## src/swing_consts.vh

```
`ifndef SWING_CONSTS_VH
`define SWING_CONSTS_VH

// ----------------------------------------
// widths and defaults
// ----------------------------------------
`define SW_TMR_W     16
`define SW_CUR_W     16
`define SW_Z_W       16
`define SW_ANG_W     9
`define SW_ANG_RIGHT 9'h05a
`define SW_NUM_TMR   5

// ----------------------------------------
// timer slots
// ----------------------------------------
`define SW_T_PKP1    0
`define SW_T_RST1    1
`define SW_T_PKP2    2
`define SW_T_PKP3    3
`define SW_T_PKP4    4

`endif

```

## src/sw_delay_timer.v

```verilog
`default_nettype none
`include "swing_consts.vh"

module sw_delay_timer #(
	parameter TW = `SW_TMR_W
) (
	input  wire          clk_i,
	input  wire          sys_rst_i,
	input  wire          run_i,
	input  wire [TW-1:0] limit_i,
	output wire          done_o
);
	reg [TW-1:0] cnt_q;

	// expiry seen the cycle the elapsed count reaches the limit
	assign done_o = run_i & (cnt_q >= limit_i);

	always @(posedge clk_i) begin
		if (sys_rst_i) begin
			cnt_q <= {TW{1'b0}};
		end else if (!run_i) begin
			cnt_q <= {TW{1'b0}};
		end else if (cnt_q != {TW{1'b1}}) begin
			cnt_q <= cnt_q + {{(TW-1){1'b0}}, 1'b1};
		end
	end
endmodule // sw_delay_timer
`default_nettype wire

```

## src/sw_trip_hold.v

```verilog
`default_nettype none
`include "swing_consts.vh"

module sw_trip_hold #(
	parameter TW = `SW_TMR_W
) (
	input  wire          clk_i,
	input  wire          sys_rst_i,
	input  wire          raw_i,
	input  wire [TW-1:0] hold_i,
	output wire          hold_o
);
	reg [TW-1:0] left_q;

	// raw event plus hold-1 further cycles, never shorter than one
	assign hold_o = raw_i | (left_q > {{(TW-1){1'b0}}, 1'b1});

	always @(posedge clk_i) begin
		if (sys_rst_i) begin
			left_q <= {TW{1'b0}};
		end else if (raw_i) begin
			left_q <= hold_i;
		end else if (left_q != {TW{1'b0}}) begin
			left_q <= left_q - {{(TW-1){1'b0}}, 1'b1};
		end
	end
endmodule // sw_trip_hold
`default_nettype wire

```

## src/swing_sequencer.v

```verilog
`default_nettype none
`include "swing_consts.vh"

module swing_sequencer #(
	parameter TW = `SW_TMR_W,
	parameter CW = `SW_CUR_W,
	parameter ZW = `SW_Z_W,
	parameter AW = `SW_ANG_W
) (
	input  wire            clk_i,
	input  wire            sys_rst_i,
	input  wire            enable_i,
	input  wire            mode_3step_i,
	input  wire            shape_quad_i,
	input  wire            trip_delayed_i,
	input  wire            oos_inhibit_in_i,
	input  wire            disturbance_detect_in_i,
	input  wire [CW-1:0]   pos_seq_current_i,
	input  wire [CW-1:0]   overcurrent_supervision_level_i,
	input  wire            outer_raw_i,
	input  wire            middle_raw_i,
	input  wire            inner_raw_i,
	input  wire [TW-1:0]   pickup1_i,
	input  wire [TW-1:0]   reset1_i,
	input  wire [TW-1:0]   pickup2_i,
	input  wire [TW-1:0]   pickup3_i,
	input  wire [TW-1:0]   pickup4_i,
	input  wire [TW-1:0]   trip_hold_time_i,
	input  wire [ZW-1:0]   fwd_reach_i,
	input  wire [ZW-1:0]   rev_reach_i,
	input  wire [ZW-1:0]   quad_fwd_mid_i,
	input  wire [ZW-1:0]   quad_fwd_out_i,
	input  wire [ZW-1:0]   quad_rev_mid_i,
	input  wire [ZW-1:0]   quad_rev_out_i,
	input  wire [AW-1:0]   forward_char_angle_i,
	input  wire [AW-1:0]   reverse_char_angle_i,
	input  wire [AW-1:0]   outer_limit_angle_i,
	input  wire [AW-1:0]   middle_limit_angle_i,
	input  wire [AW-1:0]   inner_limit_angle_i,
	input  wire [3*ZW-1:0] left_blinder_reach_i,
	input  wire [3*ZW-1:0] right_blinder_reach_i,
	output reg             swing_block_o,
	output reg             swing_block_fault_release_out_o,
	output reg             trip_o,
	output reg             outer_o,
	output reg             middle_o,
	output reg             inner_o,
	output reg             tmr2_pkp_o,
	output reg             tmr3_pkp_o,
	output reg             tmr4_pkp_o,
	output reg             incoming_o,
	output reg             outgoing_o,
	output reg [3*ZW-1:0]  zone_fwd_reach_o,
	output reg [3*ZW-1:0]  zone_rev_reach_o,
	output reg [AW-1:0]    zone_fwd_angle_o,
	output reg [AW-1:0]    zone_rev_angle_o,
	output reg [3*ZW-1:0]  zone_right_bound_o,
	output reg [3*ZW+2:0]  zone_left_bound_o,
	output reg [2:0]       zone_apple_o,
	output reg             middle_angle_used_o,
	output reg [3*AW-1:0]  zone_limit_angle_o
);
	// ----------------------------------------
	// zone qualification
	// ----------------------------------------
	wire oc_ok;
	wire z_out;
	wire z_mid;
	wire z_in;
	wire band1;

	// upstream flags already carry shape, reach and blinders
	// below the supervision level nothing counts as entered
	assign oc_ok = pos_seq_current_i >= overcurrent_supervision_level_i;
	assign z_out = enable_i & oc_ok & outer_raw_i;
	assign z_mid = enable_i & oc_ok & mode_3step_i & middle_raw_i;
	assign z_in  = enable_i & oc_ok & inner_raw_i;

	// first band: outer minus middle, or outer minus inner in 2-step
	assign band1 = z_out & ~(mode_3step_i ? z_mid : z_in);

	// ----------------------------------------
	// sequence state
	// ----------------------------------------
	reg  step1_q;
	reg  step2_q;
	reg  step3_q;
	reg  step4_q;
	reg  dd_seen_q;
	wire step2_eff;
	wire [`SW_NUM_TMR-1:0]    tmr_run;
	wire [`SW_NUM_TMR-1:0]    tmr_done;
	wire [`SW_NUM_TMR*TW-1:0] tmr_lim;

	// 2-step passes straight from the first step to the inner stage
	assign step2_eff = mode_3step_i ? step2_q : step1_q;

	assign tmr_run[`SW_T_PKP1] = band1;
	assign tmr_run[`SW_T_RST1] = swing_block_o & ~z_out;
	assign tmr_run[`SW_T_PKP2] = mode_3step_i & step1_q & ~step2_q & z_mid & ~z_in;
	assign tmr_run[`SW_T_PKP3] = step2_eff & ~step3_q & z_in;
	assign tmr_run[`SW_T_PKP4] = trip_delayed_i & step3_q & ~step4_q
		& z_out & ~z_in;

	assign tmr_lim = {pickup4_i, pickup3_i, pickup2_i, reset1_i, pickup1_i};

	// ----------------------------------------
	// timers
	// ----------------------------------------
	genvar gi;
	generate
		for (gi = 0; gi < `SW_NUM_TMR; gi = gi + 1) begin : g_tmr
			sw_delay_timer #(
				.TW (TW)
			) u_tmr (
				.clk_i     (clk_i),
				.sys_rst_i (sys_rst_i),
				.run_i     (tmr_run[gi]),
				.limit_i   (tmr_lim[gi*TW +: TW]),
				.done_o    (tmr_done[gi])
			);
		end
	endgenerate

	// ----------------------------------------
	// trip event and seal-in
	// ----------------------------------------
	wire raw_early;
	wire raw_delayed;
	wire raw_trip;
	wire trip_held;

	// early: same edge that sets the final step also sets the trip
	assign raw_early   = ~trip_delayed_i & tmr_done[`SW_T_PKP3];
	// delayed: armed locus dropping out of the outer zone, one cycle
	assign raw_delayed = enable_i & trip_delayed_i & step4_q & ~z_out;
	assign raw_trip    = raw_early | raw_delayed;

	// a new raw event while sealed reloads the full hold time
	sw_trip_hold #(
		.TW (TW)
	) u_hold (
		.clk_i     (clk_i),
		.sys_rst_i (sys_rst_i),
		.raw_i     (raw_trip),
		.hold_i    (trip_hold_time_i),
		.hold_o    (trip_held)
	);

	// ----------------------------------------
	// blocking and tripping latches
	// ----------------------------------------
	reg block_d;

	// pickup expiry wins over a reset-timer expiry in the same cycle
	always @* begin
		block_d = swing_block_o;
		if (!enable_i) begin
			block_d = 1'b0;
		end else if (tmr_done[`SW_T_PKP1]) begin
			block_d = 1'b1;
		end else if (tmr_done[`SW_T_RST1]) begin
			block_d = 1'b0;
		end
	end

	always @(posedge clk_i) begin
		if (sys_rst_i) begin
			swing_block_o                   <= 1'b0;
			swing_block_fault_release_out_o <= 1'b0;
			dd_seen_q                       <= 1'b0;
			step1_q                         <= 1'b0;
			step2_q                         <= 1'b0;
			step3_q                         <= 1'b0;
			step4_q                         <= 1'b0;
			trip_o                          <= 1'b0;
			incoming_o                      <= 1'b0;
			outgoing_o                      <= 1'b0;
		end else begin
			swing_block_o <= block_d;
			// disturbance during an established swing drops release until swing ends
			if (!block_d) begin
				dd_seen_q <= 1'b0;
			end else if (swing_block_o & disturbance_detect_in_i) begin
				dd_seen_q <= 1'b1;
			end
			swing_block_fault_release_out_o <= block_d & ~dd_seen_q
				& ~(swing_block_o & disturbance_detect_in_i);

			// steps survive only while inside the outer zone
			if (!z_out) begin
				step1_q <= 1'b0;
				step2_q <= 1'b0;
				step3_q <= 1'b0;
				step4_q <= 1'b0;
			end else begin
				if (tmr_done[`SW_T_PKP1]) begin
					step1_q <= 1'b1;
				end
				if (tmr_done[`SW_T_PKP2]) begin
					step2_q <= 1'b1;
				end
				if (tmr_done[`SW_T_PKP3]) begin
					step3_q <= 1'b1;
				end
				if (tmr_done[`SW_T_PKP4]) begin
					step4_q <= 1'b1;
				end
			end

			// inhibit masks only the output; the sequence keeps running
			trip_o     <= enable_i & ~oos_inhibit_in_i & trip_held;
			incoming_o <= tmr_done[`SW_T_PKP3];
			outgoing_o <= enable_i & step3_q & ~z_out;
		end
	end

	// ----------------------------------------
	// auxiliary flags
	// ----------------------------------------
	always @(posedge clk_i) begin
		if (sys_rst_i) begin
			outer_o    <= 1'b0;
			middle_o   <= 1'b0;
			inner_o    <= 1'b0;
			tmr2_pkp_o <= 1'b0;
			tmr3_pkp_o <= 1'b0;
			tmr4_pkp_o <= 1'b0;
		end else begin
			outer_o    <= z_out;
			middle_o   <= z_mid;
			inner_o    <= z_in;
			tmr2_pkp_o <= tmr_run[`SW_T_PKP2];
			tmr3_pkp_o <= tmr_run[`SW_T_PKP3];
			tmr4_pkp_o <= tmr_run[`SW_T_PKP4];
		end
	end

	// ----------------------------------------
	// characteristic configuration for the comparator
	// ----------------------------------------
	// zone order in packed buses: [0] inner, [1] middle, [2] outer
	wire [3*ZW-1:0] fwd_d;
	wire [3*ZW-1:0] rev_d;
	wire [2:0]      apple_d;

	// mho uses one reach for all; quad keeps own mid/outer reaches
	assign fwd_d = shape_quad_i
		? {quad_fwd_out_i, quad_fwd_mid_i, fwd_reach_i}
		: {fwd_reach_i, fwd_reach_i, fwd_reach_i};
	assign rev_d = shape_quad_i
		? {quad_rev_out_i, quad_rev_mid_i, rev_reach_i}
		: {rev_reach_i, rev_reach_i, rev_reach_i};

	// apple only meaningful for mho; quad zones report lens
	assign apple_d[0] = ~shape_quad_i & (inner_limit_angle_i > `SW_ANG_RIGHT);
	assign apple_d[1] = ~shape_quad_i & mode_3step_i
		& (middle_limit_angle_i > `SW_ANG_RIGHT);
	assign apple_d[2] = ~shape_quad_i & (outer_limit_angle_i > `SW_ANG_RIGHT);

	// ----------------------------------------
	// left blinder sign
	// ----------------------------------------
	// entered as a magnitude; the comparator wants a negative resistive bound
	wire [3*ZW+2:0] left_neg;
	genvar          gz;

	generate
		for (gz = 0; gz < 3; gz = gz + 1) begin : g_left
			// extra sign bit keeps the full magnitude range representable
			assign left_neg[gz*(ZW+1) +: ZW+1] =
				{1'b1, ~left_blinder_reach_i[gz*ZW +: ZW]} + {{ZW{1'b0}}, 1'b1};
		end
	endgenerate

	always @(posedge clk_i) begin
		if (sys_rst_i) begin
			zone_fwd_reach_o    <= {(3*ZW){1'b0}};
			zone_rev_reach_o    <= {(3*ZW){1'b0}};
			zone_fwd_angle_o    <= {AW{1'b0}};
			zone_rev_angle_o    <= {AW{1'b0}};
			zone_right_bound_o  <= {(3*ZW){1'b0}};
			zone_left_bound_o   <= {(3*ZW+3){1'b0}};
			zone_apple_o        <= 3'h0;
			middle_angle_used_o <= 1'b0;
			zone_limit_angle_o  <= {(3*AW){1'b0}};
		end else begin
			zone_fwd_reach_o   <= fwd_d;
			zone_rev_reach_o   <= rev_d;
			// forward angle also sets blinders and both quad reach angles
			zone_fwd_angle_o   <= forward_char_angle_i;
			zone_rev_angle_o   <= shape_quad_i ? forward_char_angle_i
				: reverse_char_angle_i;
			zone_right_bound_o <= right_blinder_reach_i;
			zone_left_bound_o   <= left_neg;
			zone_apple_o        <= apple_d;
			middle_angle_used_o <= mode_3step_i & ~shape_quad_i;
			zone_limit_angle_o  <= {outer_limit_angle_i,
				(mode_3step_i ? middle_limit_angle_i : {AW{1'b0}}),
				inner_limit_angle_i};
		end
	end
endmodule // swing_sequencer
`default_nettype wire

```

## config.mk

```make
export PLATFORM = sky130hd
export DESIGN_NAME = swing_sequencer
export DESIGN_NICKNAME = d
export VERILOG_FILES = /design/src/sw_delay_timer.v /design/src/sw_trip_hold.v /design/src/swing_sequencer.v
export VERILOG_INCLUDE_DIRS = /design/src
export SDC_FILE = /design/constraint.sdc
export NUM_CORES = 1
export LEC_CHECK = 0
export ABC_CLOCK_PERIOD_IN_PS = 2800
export BUFFER_PORTS_ARGS = -buffer_cell sky130_fd_sc_hd__clkbuf_2
export CORE_AREA = 2 2 243 245
export DETAILED_ROUTE_END_ITERATION = 7
export DIE_AREA = 0 0 245 247
export PLACE_DENSITY = 0.57
export SYNTH_ARGS = -nofsm -noshare
export SYNTH_HDL_FRONTEND = slang
export SYNTH_SLANG_ARGS = --single-unit
```

## constraint.sdc

```tcl
create_clock -name clk_i -period 2.8 [get_ports clk_i]
set_clock_uncertainty 0.05 [all_clocks]
set_input_delay 0.28 -clock clk_i [delete_from_list [all_inputs] [get_ports clk_i]]
set_output_delay 0.28 -clock clk_i [all_outputs]
set_load 0.05 [all_outputs]
```

==> results of run 1 <==
-- critical path, cell delays in order (launching register included) --
cell and delay, ns:
dfxtp_1 0.42, ha_1 0.28, a21oi_1 0.14, o21ai_0 0.12
a221o_1 0.38, a31o_2 0.25, nand4b_1 0.14, nand2_1 0.17
buf_4 0.22, o41ai_2 0.34
-- Yosys cell counts, drive strengths merged, types with 3 or more instances --
library cell  number
a211oi            12
a21o              14
a21oi            114
a311oi             8
a31oi             10
and2              16
and3              13
and4              10
buf               11
clkbuf            44
dfxtp            356
ha               106
inv              130
mux2i             26
nand2            141
nand2b            50
nand3             42
nand3b             4
nand4             27
nor2             179
nor2b            125
nor3              35
nor3b              6
nor4              19
o2111ai            3
o211ai             5
o21ai             28
o41ai              5
or2                3
or3               11
or4                6
xnor2             50
xor2              48
-- cell usage in the layout (no fill, tap or decap), types with 33 or more instances in the layout --
cell type      synthesis  routed
a21oi_1              114     114
buf_4                  1      33
clkbuf_16              0      42
clkbuf_2               0     628
dfxtp_1              356     356
dlygate4sd3_1          0     265
ha_1                 106     106
inv_1                130     130
nand2_1              141     141
nand2b_1              50      50
nand3_1               39      39
nor2_1               179     179
nor2b_1              125     125
nor3_1                35      35
xnor2_1               49      49
xor2_1                48      48
-- state kept, by name, summed over array words and instances (netlist names), 3 cells and up --
register / cells
g_tmr.u_tmr.cnt_q: 80
u_hold.left_q: 16
zone_apple_o: 3
zone_fwd_angle_o: 9
zone_fwd_reach_o: 48
zone_left_bound_o: 51
zone_limit_angle_o: 27
zone_rev_angle_o: 9
zone_rev_reach_o: 48
zone_right_bound_o: 48
-- per-stage QoR --
stage                     utilization [%]  power [mW]
after floorplan                         -        7.24
after global placement               33.4        8.05
after detailed placement             33.4        8.07
after CTS                            40.2        13.8
after global routing                 40.2        14.3
final                                40.2        13.7
-- report_power, final --
group	leakage (nW)	total, mW	internal (mW)	switching (mW)
registers	2.94	5.53	5.36	0.170
logic	7.54	2.78	1.07	1.71
clock network	0.653	5.36	3.22	2.15
total	11.1	13.7	9.65	4.03
-- routing by layer --
metal  vias up  global-route usage (%)
met5         -                       0
met4        12                    6.44
met3       122                    5.70
met2       526                    29.7
met1      7132                    21.8
li1       7484                       -
-- how the worst max path moves through the flow --
| stage | end | from | slack (ns) |
|---|---|---|---|
| after global routing | u_hold.left_q[2] | g_tmr[3].u_tmr.cnt_q[11] | 0.007 |
| after global placement | u_hold.left_q[5] | pos_seq_current_i[0] | 0.15 |
| after floorplan | u_hold.left_q[10] | pos_seq_current_i[0] | 0.35 |
| final | u_hold.left_q[2] | g_tmr[3].u_tmr.cnt_q[11] | 0.19 |
| after CTS | u_hold.left_q[2] | g_tmr[3].u_tmr.cnt_q[11] | 0.20 |
| after detailed placement | u_hold.left_q[2] | pos_seq_current_i[0] | 0.07 |
-- what timing repair did --
action,in CTS,in global routing
endpoints found under the hold margin,249,0
resized for setup,0,0
hold buffers,265,0
-- cells by family (layout without fill, tap and decap cells) --
kind of cell	Yosys count	after routing	share of synthesized area (%)
simple gates	692	692	23.2
other cells	0	4	0
mux	28	28	1.85
fa+ha+maj	106	106	8.69
buf+inv	185	1126	4.77
flops	356	356	46.7
compound gates	222	222	9.08
xor+xnor	98	98	5.67
-- area by class of cell --
class                      count  area [um2]  area share [%]
sequential                   356        7130            30.4
antenna                        4        10.0          0.0427
tap                          773         967            4.13
clock buffer                  58        1190            5.09
multi-input combinational   1146        7410            31.6
timing repair buffer         929        6100            26.0
inverter                     130         488            2.08
clock inverter                 9         131           0.561
==> impl_metrics.json, run 1 <==
{
  "status": "finished, final reports clean",
  "fillCellCount": 5671,
  "io_buffers": 630,
  "hpwl_mm": 44.5,
  "cp.required_ns": 3.20,
  "drive_gt1_share_pct": 28.4,
  "ios": 631,
  "synth-edff-count": 0,
  "place_area_um2": 19400,
  "core_area_um2": 58200,
  "rows": 89,
  "fin_crit_sh_pct": 93.2,
  "fin_area_um2": 23400,
  "grt_max_degree": 111,
  "cp-start-kind": "flip-flop",
  "async_reset_ff_share_pct": 0,
  "num_vias": 15300,
  "drc": 0,
  "hold_viol_final": 0,
  "drv_cap": 0,
  "syn_inst": 1687,
  "netlist_top_cells_area": "dfxtp_1, ha_1, nor2b_1",
  "die_y_um": 247,
  "r2r_start": "g_tmr[3].u_tmr.cnt_q[11]",
  "tns_ns": 0,
  "synth.yosys.warnings": 0,
  "final_nets": 3086,
  "synth-main-ff-cell": "dfxtp_1",
  "holdPathEnd": "zone_left_bound_o[2]",
  "dieArea_um2": 60500,
  "rsz0062_at_grt": "false",
  "cts.sinks": 356,
  "synth_top_cell_area_share_pct": 46.7,
  "final_cells": 3405,
  "ir_drop_v": 0.000616,
  "ys_types": 68,
  "grt_overflow": 0,
  "place_ws_ns": 0.0745,
  "end_kind": "flip-flop",
  "min_path_type": "input port to flip-flop",
  "grt_pass1_wl_mm": 84.5,
  "fmax_ghz": 0.383,
  "vias_per_cell": 4.49,
  "leakage_nw": 11.1,
  "cts_tree": "done",
  "gp_congestion": 0.900,
  "r2r_cells": 9,
  "wl_met1_mm": 24.2,
  "yosysTopAreaCell": "dfxtp_1",
  "cp_max_fo": 7,
  "cts.clk_slew.worst_paths_ns": 0.06,
  "wl_met3_mm": 4.68,
  "relSlewSlack_pct": 50.0,
  "wirelength_mm": 57.6,
  "path_class": "flip-flop to flip-flop",
  "post_cts_buffers": 0,
  "htree_num_levels": 2,
  "hp-start": "left_blinder_reach_i[2]",
  "min_path_cells": 3,
  "dr.pass1.iters": 4,
  "numPlacedInstances": 3069,
  "wl_met2_mm": 26.9,
  "r2r_end": "u_hold.left_q[2]",
  "crit_arrival_ns": 3.01,
  "cts_root_buf": "clkbuf_16",
  "wl_per_cell_um": 16.9,
  "tightest_slew_ns": 0.749,
  "grt_pass1_vias": 15300,
  "die_width_um": 245,
  "finalSetupViolations": 0,
  "max-clock-path-buffers": 3,
  "ant_nets": 0,
  "drt_iter0_markers": 587,
  "whs_ns": 0.0400,
  "track_usage_pct": 17.9,
  "finalWorstSetupSlack_ns": 0.190,
  "synthesis.nets": 2169,
  "yosysSeqAreaShare_pct": 46.7,
  "netlist_area_um2": 15300,
  "antenna_found_initial": 10,
  "insertion_delay_ns": 0.55,
  "ys_ff_latch": 356,
  "reg2reg_slack_ns": 0.19,
  "min_period_ns": 2.61,
  "numCtsBuffers": 41,
  "synth.avg_cell_area_um2": 9.04,
  "start_util_pct": 26.2,
  "syn2layout_area_growth_pct": 53.5,
  "power-per-cell-area_nw_per_um2": 584,
  "route.top_layer_used": "met5",
  "finalMaxSlewViolations": 0
}
No activity file was read; power rests on OpenSTA's default activity.
==> run 2, diff against run 1 <==
--- a/config.mk
+++ b/config.mk
@@ -8,10 +8,13 @@
 export LEC_CHECK = 0
 export ABC_CLOCK_PERIOD_IN_PS = 2800
 export BUFFER_PORTS_ARGS = -buffer_cell sky130_fd_sc_hd__clkbuf_2
-export CORE_AREA = 2 2 243 245
+export CELL_PAD_IN_SITES_DETAIL_PLACEMENT = 0
+export CELL_PAD_IN_SITES_GLOBAL_PLACEMENT = 1
+export CORE_AREA = 2 2 246 248
 export DETAILED_ROUTE_END_ITERATION = 7
-export DIE_AREA = 0 0 245 247
-export PLACE_DENSITY = 0.57
+export DIE_AREA = 0 0 248 250
+export PLACE_DENSITY = 0.7
+export SLEW_MARGIN = 20
 export SYNTH_ARGS = -nofsm -noshare
 export SYNTH_HDL_FRONTEND = slang
 export SYNTH_SLANG_ARGS = --single-unit
==> constraint.sdc (replaced) <==
create_clock -name clk_i -period 2.8 [get_ports clk_i]
set_clock_uncertainty 0.05 [all_clocks]
set_input_delay 0.28 -clock clk_i [delete_from_list [all_inputs] [get_ports clk_i]]
set_output_delay 0.28 -clock clk_i [all_outputs]
set_load 0.005 [all_outputs]
==> impl_metrics.json, run 2 (synthesis results as in run 1) <==
{
  "cp_max_fo": 8,
  "end_kind": "flip-flop",
  "cp.required_ns": 3.20,
  "grt_pass1_vias": 15300,
  "finalWorstSetupSlack_ns": 0.221,
  "min_path_type": "input port to flip-flop",
  "startpoint": "g_tmr[3].u_tmr.cnt_q[0]",
  "final_nets": 3085,
  "insertion_delay_ns": 0.55,
  "wl_met2_mm": 26.2,
  "final_cell_mix": "clkbuf_2, dfxtp_1, dlygate4sd3_1, nor2_1, nand2_1",
  "cts.clk_slew.worst_paths_ns": 0.06,
  "rows": 90,
  "numPlacedInstances": 3071,
  "place_ws_ns": 0.105,
  "r2r_end": "u_hold.left_q[6]",
  "fin_area_um2": 23500,
  "place_area_um2": 19400,
  "syn2layout_area_growth_pct": 53.9,
  "ant_nets": 0,
  "reg_top3": "g_tmr.u_tmr.cnt_q: 80 flops, zone_left_bound_o: 51 flops",
  "rsz0062_at_grt": "false",
  "start_util_pct": 25.6,
  "num_vias": 15100,
  "vias_per_cell": 4.41,
  "r2r_start": "g_tmr[3].u_tmr.cnt_q[0]",
  "crit_arrival_ns": 2.98,
  "drv_cap": 0,
  "wl_met3_mm": 4.77,
  "tightest_slew_ns": 0.791,
  "numCtsBuffers": 43,
  "hpwl_mm": 44.4,
  "dr.pass1.iters": 5,
  "core_area_um2": 59600,
  "die_width_um": 248,
  "wirelength_mm": 57.2,
  "largest_reg_flops": 80,
  "r2r_cells": 10,
  "finalMaxSlewViolations": 0,
  "ir_drop_v": 0.000507,
  "die_y_um": 250,
  "relSlewSlack_pct": 47.3,
  "route.top_layer_used": "met5",
  "cts_tree": "done",
  "crit_end": "u_hold.left_q[6]",
  "ios": 631,
  "final_common_cell": "clkbuf_2",
  "path_class": "flip-flop to flip-flop",
  "fin_crit_sh_pct": 92.1,
  "hold_viol_final": 0,
  "wl_met1_mm": 24.3,
  "drive_gt1_share_pct": 28.3,
  "track_usage_pct": 17.7,
  "drt_iter0_markers": 693,
  "cp-start-kind": "flip-flop",
  "fmax_ghz": 0.388,
  "drc": 0,
  "final_cells": 3415,
  "total_power_mw": 13.1,
  "cts.sinks": 356,
  "status": "finished, final reports clean",
  "dieArea_um2": 62000,
  "leakage_nw": 11.2,
  "antenna_found_initial": 8,
  "gp_congestion": 0.966,
  "grt_overflow": 0,
  "largest_register": "g_tmr.u_tmr.cnt_q",
  "grt_max_degree": 149,
  "reg2reg_slack_ns": 0.22,
  "wl_per_cell_um": 16.7,
  "min_period_ns": 2.58,
  "utilization_pct": 39.4,
  "finalSetupViolations": 0,
  "post_cts_buffers": 0,
  "grt_pass1_wl_mm": 85.3,
  "htree_num_levels": 2,
  "min_path_cells": 3,
  "tns_ns": 0,
  "io_buffers": 630,
  "cts_root_buf": "clkbuf_16",
  "max-clock-path-buffers": 3,
  "power-per-cell-area_nw_per_um2": 558,
  "whs_ns": 0.0325
}
-- run 2: critical path, cell delays in order, from the launching register on --
cell and delay (ns):
dfxtp_1 0.41, inv_1 0.07, ha_1 0.26, nand2b_1 0.14, a211oi_1 0.24, o211ai_1 0.18, a31o_2 0.31, nand4b_1 0.16
nand2_1 0.15, buf_4 0.21, o41ai_2 0.32
-- run 2: final cells by class --
| cell class | count | area, um2 |
|---|---|---|
| Timing Repair Buffer | 926 | 6110 |
| Antenna cell | 1 | 2.50 |
| Multi-Input combinational cell | 1146 | 7400 |
| Clock buffer | 58 | 1210 |
| Tap cell | 782 | 978 |
| Inverter | 130 | 488 |
| Sequential cell | 356 | 7130 |
| Fill cell | 5911 | 36100 |
| Clock inverter | 16 | 163 |
-- run 2: timing repair --
action                                  4_1_cts  5_1_grt
resized for setup                             0        2
endpoints found under the setup margin        0        3
hold buffers                                269        0
endpoints found under the hold margin       248        0
-- run 2: metal layers --
layer | vias to the layer above | GRT usage (%)
met2 | 485 | 29.0
li1 | 7490 | -
met1 | 6952 | 21.6
met3 | 123 | 5.85
met4 | 14 | 6.23
met5 | - | 0
-- run 2: worst min-delay path by stage --
stage,slack (ns),startpoint,end
final,0.03,quad_fwd_mid_i[10],zone_fwd_reach_o[26]
after CTS,0.004,quad_fwd_mid_i[10],zone_fwd_reach_o[26]
after floorplan,0.35,middle_limit_angle_i[1],zone_limit_angle_o[10]
after global routing,0.01,quad_fwd_mid_i[10],zone_fwd_reach_o[26]
after detailed placement,0.39,dd_seen_q,dd_seen_q
after global placement,0.38,dd_seen_q,dd_seen_q
-- run 2: power by group --
group | internal [mW] | total (mW) | leakage, nW | switching [mW]
logic | 1.08 | 2.10 | 7.54 | 1.02
registers | 5.36 | 5.52 | 2.94 | 0.164
clock network | 3.30 | 5.48 | 0.690 | 2.18
total | 9.73 | 13.1 | 11.2 | 3.37
==> run 3, diff against run 2 <==
--- a/config.mk
+++ b/config.mk
@@ -7,13 +7,13 @@
 export NUM_CORES = 1
 export LEC_CHECK = 0
 export ABC_CLOCK_PERIOD_IN_PS = 2800
-export BUFFER_PORTS_ARGS = -buffer_cell sky130_fd_sc_hd__clkbuf_2
 export CELL_PAD_IN_SITES_DETAIL_PLACEMENT = 0
 export CELL_PAD_IN_SITES_GLOBAL_PLACEMENT = 1
-export CORE_AREA = 2 2 246 248
+export CORE_AREA = 2 2 248 250
 export DETAILED_ROUTE_END_ITERATION = 7
-export DIE_AREA = 0 0 248 250
-export PLACE_DENSITY = 0.7
+export DIE_AREA = 0 0 250 252
+export DONT_BUFFER_PORTS = 1
+export PLACE_DENSITY = 0.57
 export SLEW_MARGIN = 20
 export SYNTH_ARGS = -nofsm -noshare
 export SYNTH_HDL_FRONTEND = slang
==> impl_metrics.json, run 3 (synthesis results as in run 1) <==
{
  "grt_max_degree": 133,
  "finalSetupViolations": 0,
  "use_met1_pct": 20.4,
  "wirelength_mm": 57.0,
  "finalWorstSetupSlack_ns": 0.0776,
  "final_nets": 2590,
  "path_buf_inv": 3,
  "cpMostUsedCell": "dlygate4sd3_1",
  "cts.clk_slew.worst_paths_ns": 0.06,
  "insertion_delay_ns": 0.55,
  "drive_gt1_share_pct": 5.84,
  "vias_per_cell": 4.61,
  "whs_ns": 0.0349,
  "cts_tree": "done",
  "reg_top3": "g_tmr.u_tmr.cnt_q: 80 flops, zone_left_bound_o: 51 flops",
  "fmax_ghz": 0.367,
  "htree_num_levels": 2,
  "finalMaxSlewViolations": 0,
  "largest_reg_flops": 80,
  "use_met3_pct": 6.15,
  "start_util_pct": 25.4,
  "grt_pass1_vias": 13700,
  "largest_register": "g_tmr.u_tmr.cnt_q",
  "final_cell_mix": "dlygate4sd3_1, dfxtp_1, nor2_1, nand2_1, inv_1",
  "cp.required_ns": 3.19,
  "core_area_um2": 60100,
  "crit_arrival_ns": 3.11,
  "total_power_mw": 13.7,
  "gp_congestion": 0.838,
  "grt.busiest_layer": "met2",
  "grt_overflow": 0,
  "critPathSlowestCell": "dlygate4sd3_1",
  "numCtsBuffers": 42,
  "min_path_type": "input port to flip-flop",
  "rsz0062_at_grt": "false",
  "num_vias": 13500,
  "fillCellCount": 5942,
  "tns_ns": 0,
  "io_buffers": 0,
  "tightest_slew_ns": 0.784,
  "dr.pass1.iters": 5,
  "max-clock-path-buffers": 3,
  "die_width_um": 250,
  "cp_max_fo": 5,
  "relSlewSlack_pct": 47.8,
  "utilization_pct": 36.6,
  "die_y_um": 252,
  "cp-start-kind": "input port",
  "place_ws_ns": 0.160,
  "wl_per_cell_um": 19.4,
  "power-per-cell-area_nw_per_um2": 623,
  "ir_drop_v": 0.000367,
  "grt_use_met2_pct": 28.2,
  "dieArea_um2": 63000,
  "cp_slowest_stage_delay_ns": 0.59,
  "fin_crit_sh_pct": 97.2,
  "end_kind": "flip-flop",
  "hpwl_mm": 39.8,
  "worst_path_dominant_cell_family": "buffers and inverters",
  "leakage_nw": 9.31,
  "track_usage_pct": 17.1,
  "cts_root_buf": "clkbuf_16",
  "status": "finished, final reports clean",
  "crit_chain": "dlygate4sd3_1 > nor4_2 > nand2b_1 > or3_1 > nor3_1 > dlygate4sd3_1 > nor2_1 > dlygate4sd3_1",
  "ios": 631,
  "min_period_ns": 2.72,
  "rows": 90,
  "drv_cap": 0,
  "syn2layout_area_growth_pct": 44.1,
  "drt_iter0_markers": 791,
  "antenna_found_initial": 17,
  "path_class": "input port to flip-flop",
  "hold_viol_final": 0,
  "cts.sinks": 356,
  "ant_nets": 0,
  "drc": 0,
  "grt_pass1_wl_mm": 82.8,
  "final_common_cell": "dlygate4sd3_1"
}
## run 3: cell count changes in the layout (fill, tap and decap cells not counted), sizes merged
cell         before  now
clkinvlp          0    2
diode             1   10
dlygate4sd3     269  405
buf              28   27
clkinv           12    7
inv             131  132
bufinv            3   11
clkbuf          687   55
## run 3: layout make-up
| type | instances | area [um2] | area share [%] |
|---|---|---|---|
| Multi-Input combinational cell | 1146 | 7410 | 33.7 |
| Sequential cell | 356 | 7130 | 32.4 |
| Timing Repair Buffer | 432 | 4320 | 19.7 |
| Clock buffer | 55 | 1230 | 5.61 |
| Tap cell | 782 | 978 | 4.45 |
| Inverter | 130 | 488 | 2.22 |
| Clock inverter | 22 | 398 | 1.81 |
| Antenna cell | 10 | 25.0 | 0.114 |
## run 3: worst paths after layout
kind	startpoint	endpoint	slack [ns]	cells past startpoint
hold reg to reg	dd_seen_q	dd_seen_q	0.42	2
hold / removal	trip_hold_time_i[7]	u_hold.left_q[7]	0.03	2
setup / recovery	left_blinder_reach_i[6]	zone_left_bound_o[16]	0.08	8
setup reg to reg	g_tmr[3].u_tmr.cnt_q[0]	u_hold.left_q[2]	0.28	10
## run 3: power by group
part	leakage, nW	internal, mW	switching [mW]
Combinational	5.58	0.896	0.804
Clock	0.801	4.12	2.27
Sequential	2.94	5.36	0.249
## run 3: per-layer routing
metal	routed length, um	part of all wire [%]
met5	102	0.18
met3	5040	8.8
met2	27000	47
met4	1610	2.8
met1	23200	41
## run 3: stage by stage
stage | instance area (um2) | std cells
after global routing | 22000 | 2925
after floorplan | 15300 | 1687
after global placement | 16200 | 2439
final | 22000 | 2933
after detailed placement | 16200 | 2439
after CTS | 21900 | 2923
## run 3: repair_timing
item                                    CTS  global route
gates resized for setup                   0             3
setup buffers                             0             0
hold buffers                            407             0
endpoints found under the setup margin    0             3
hold endpoints to repair                282             0
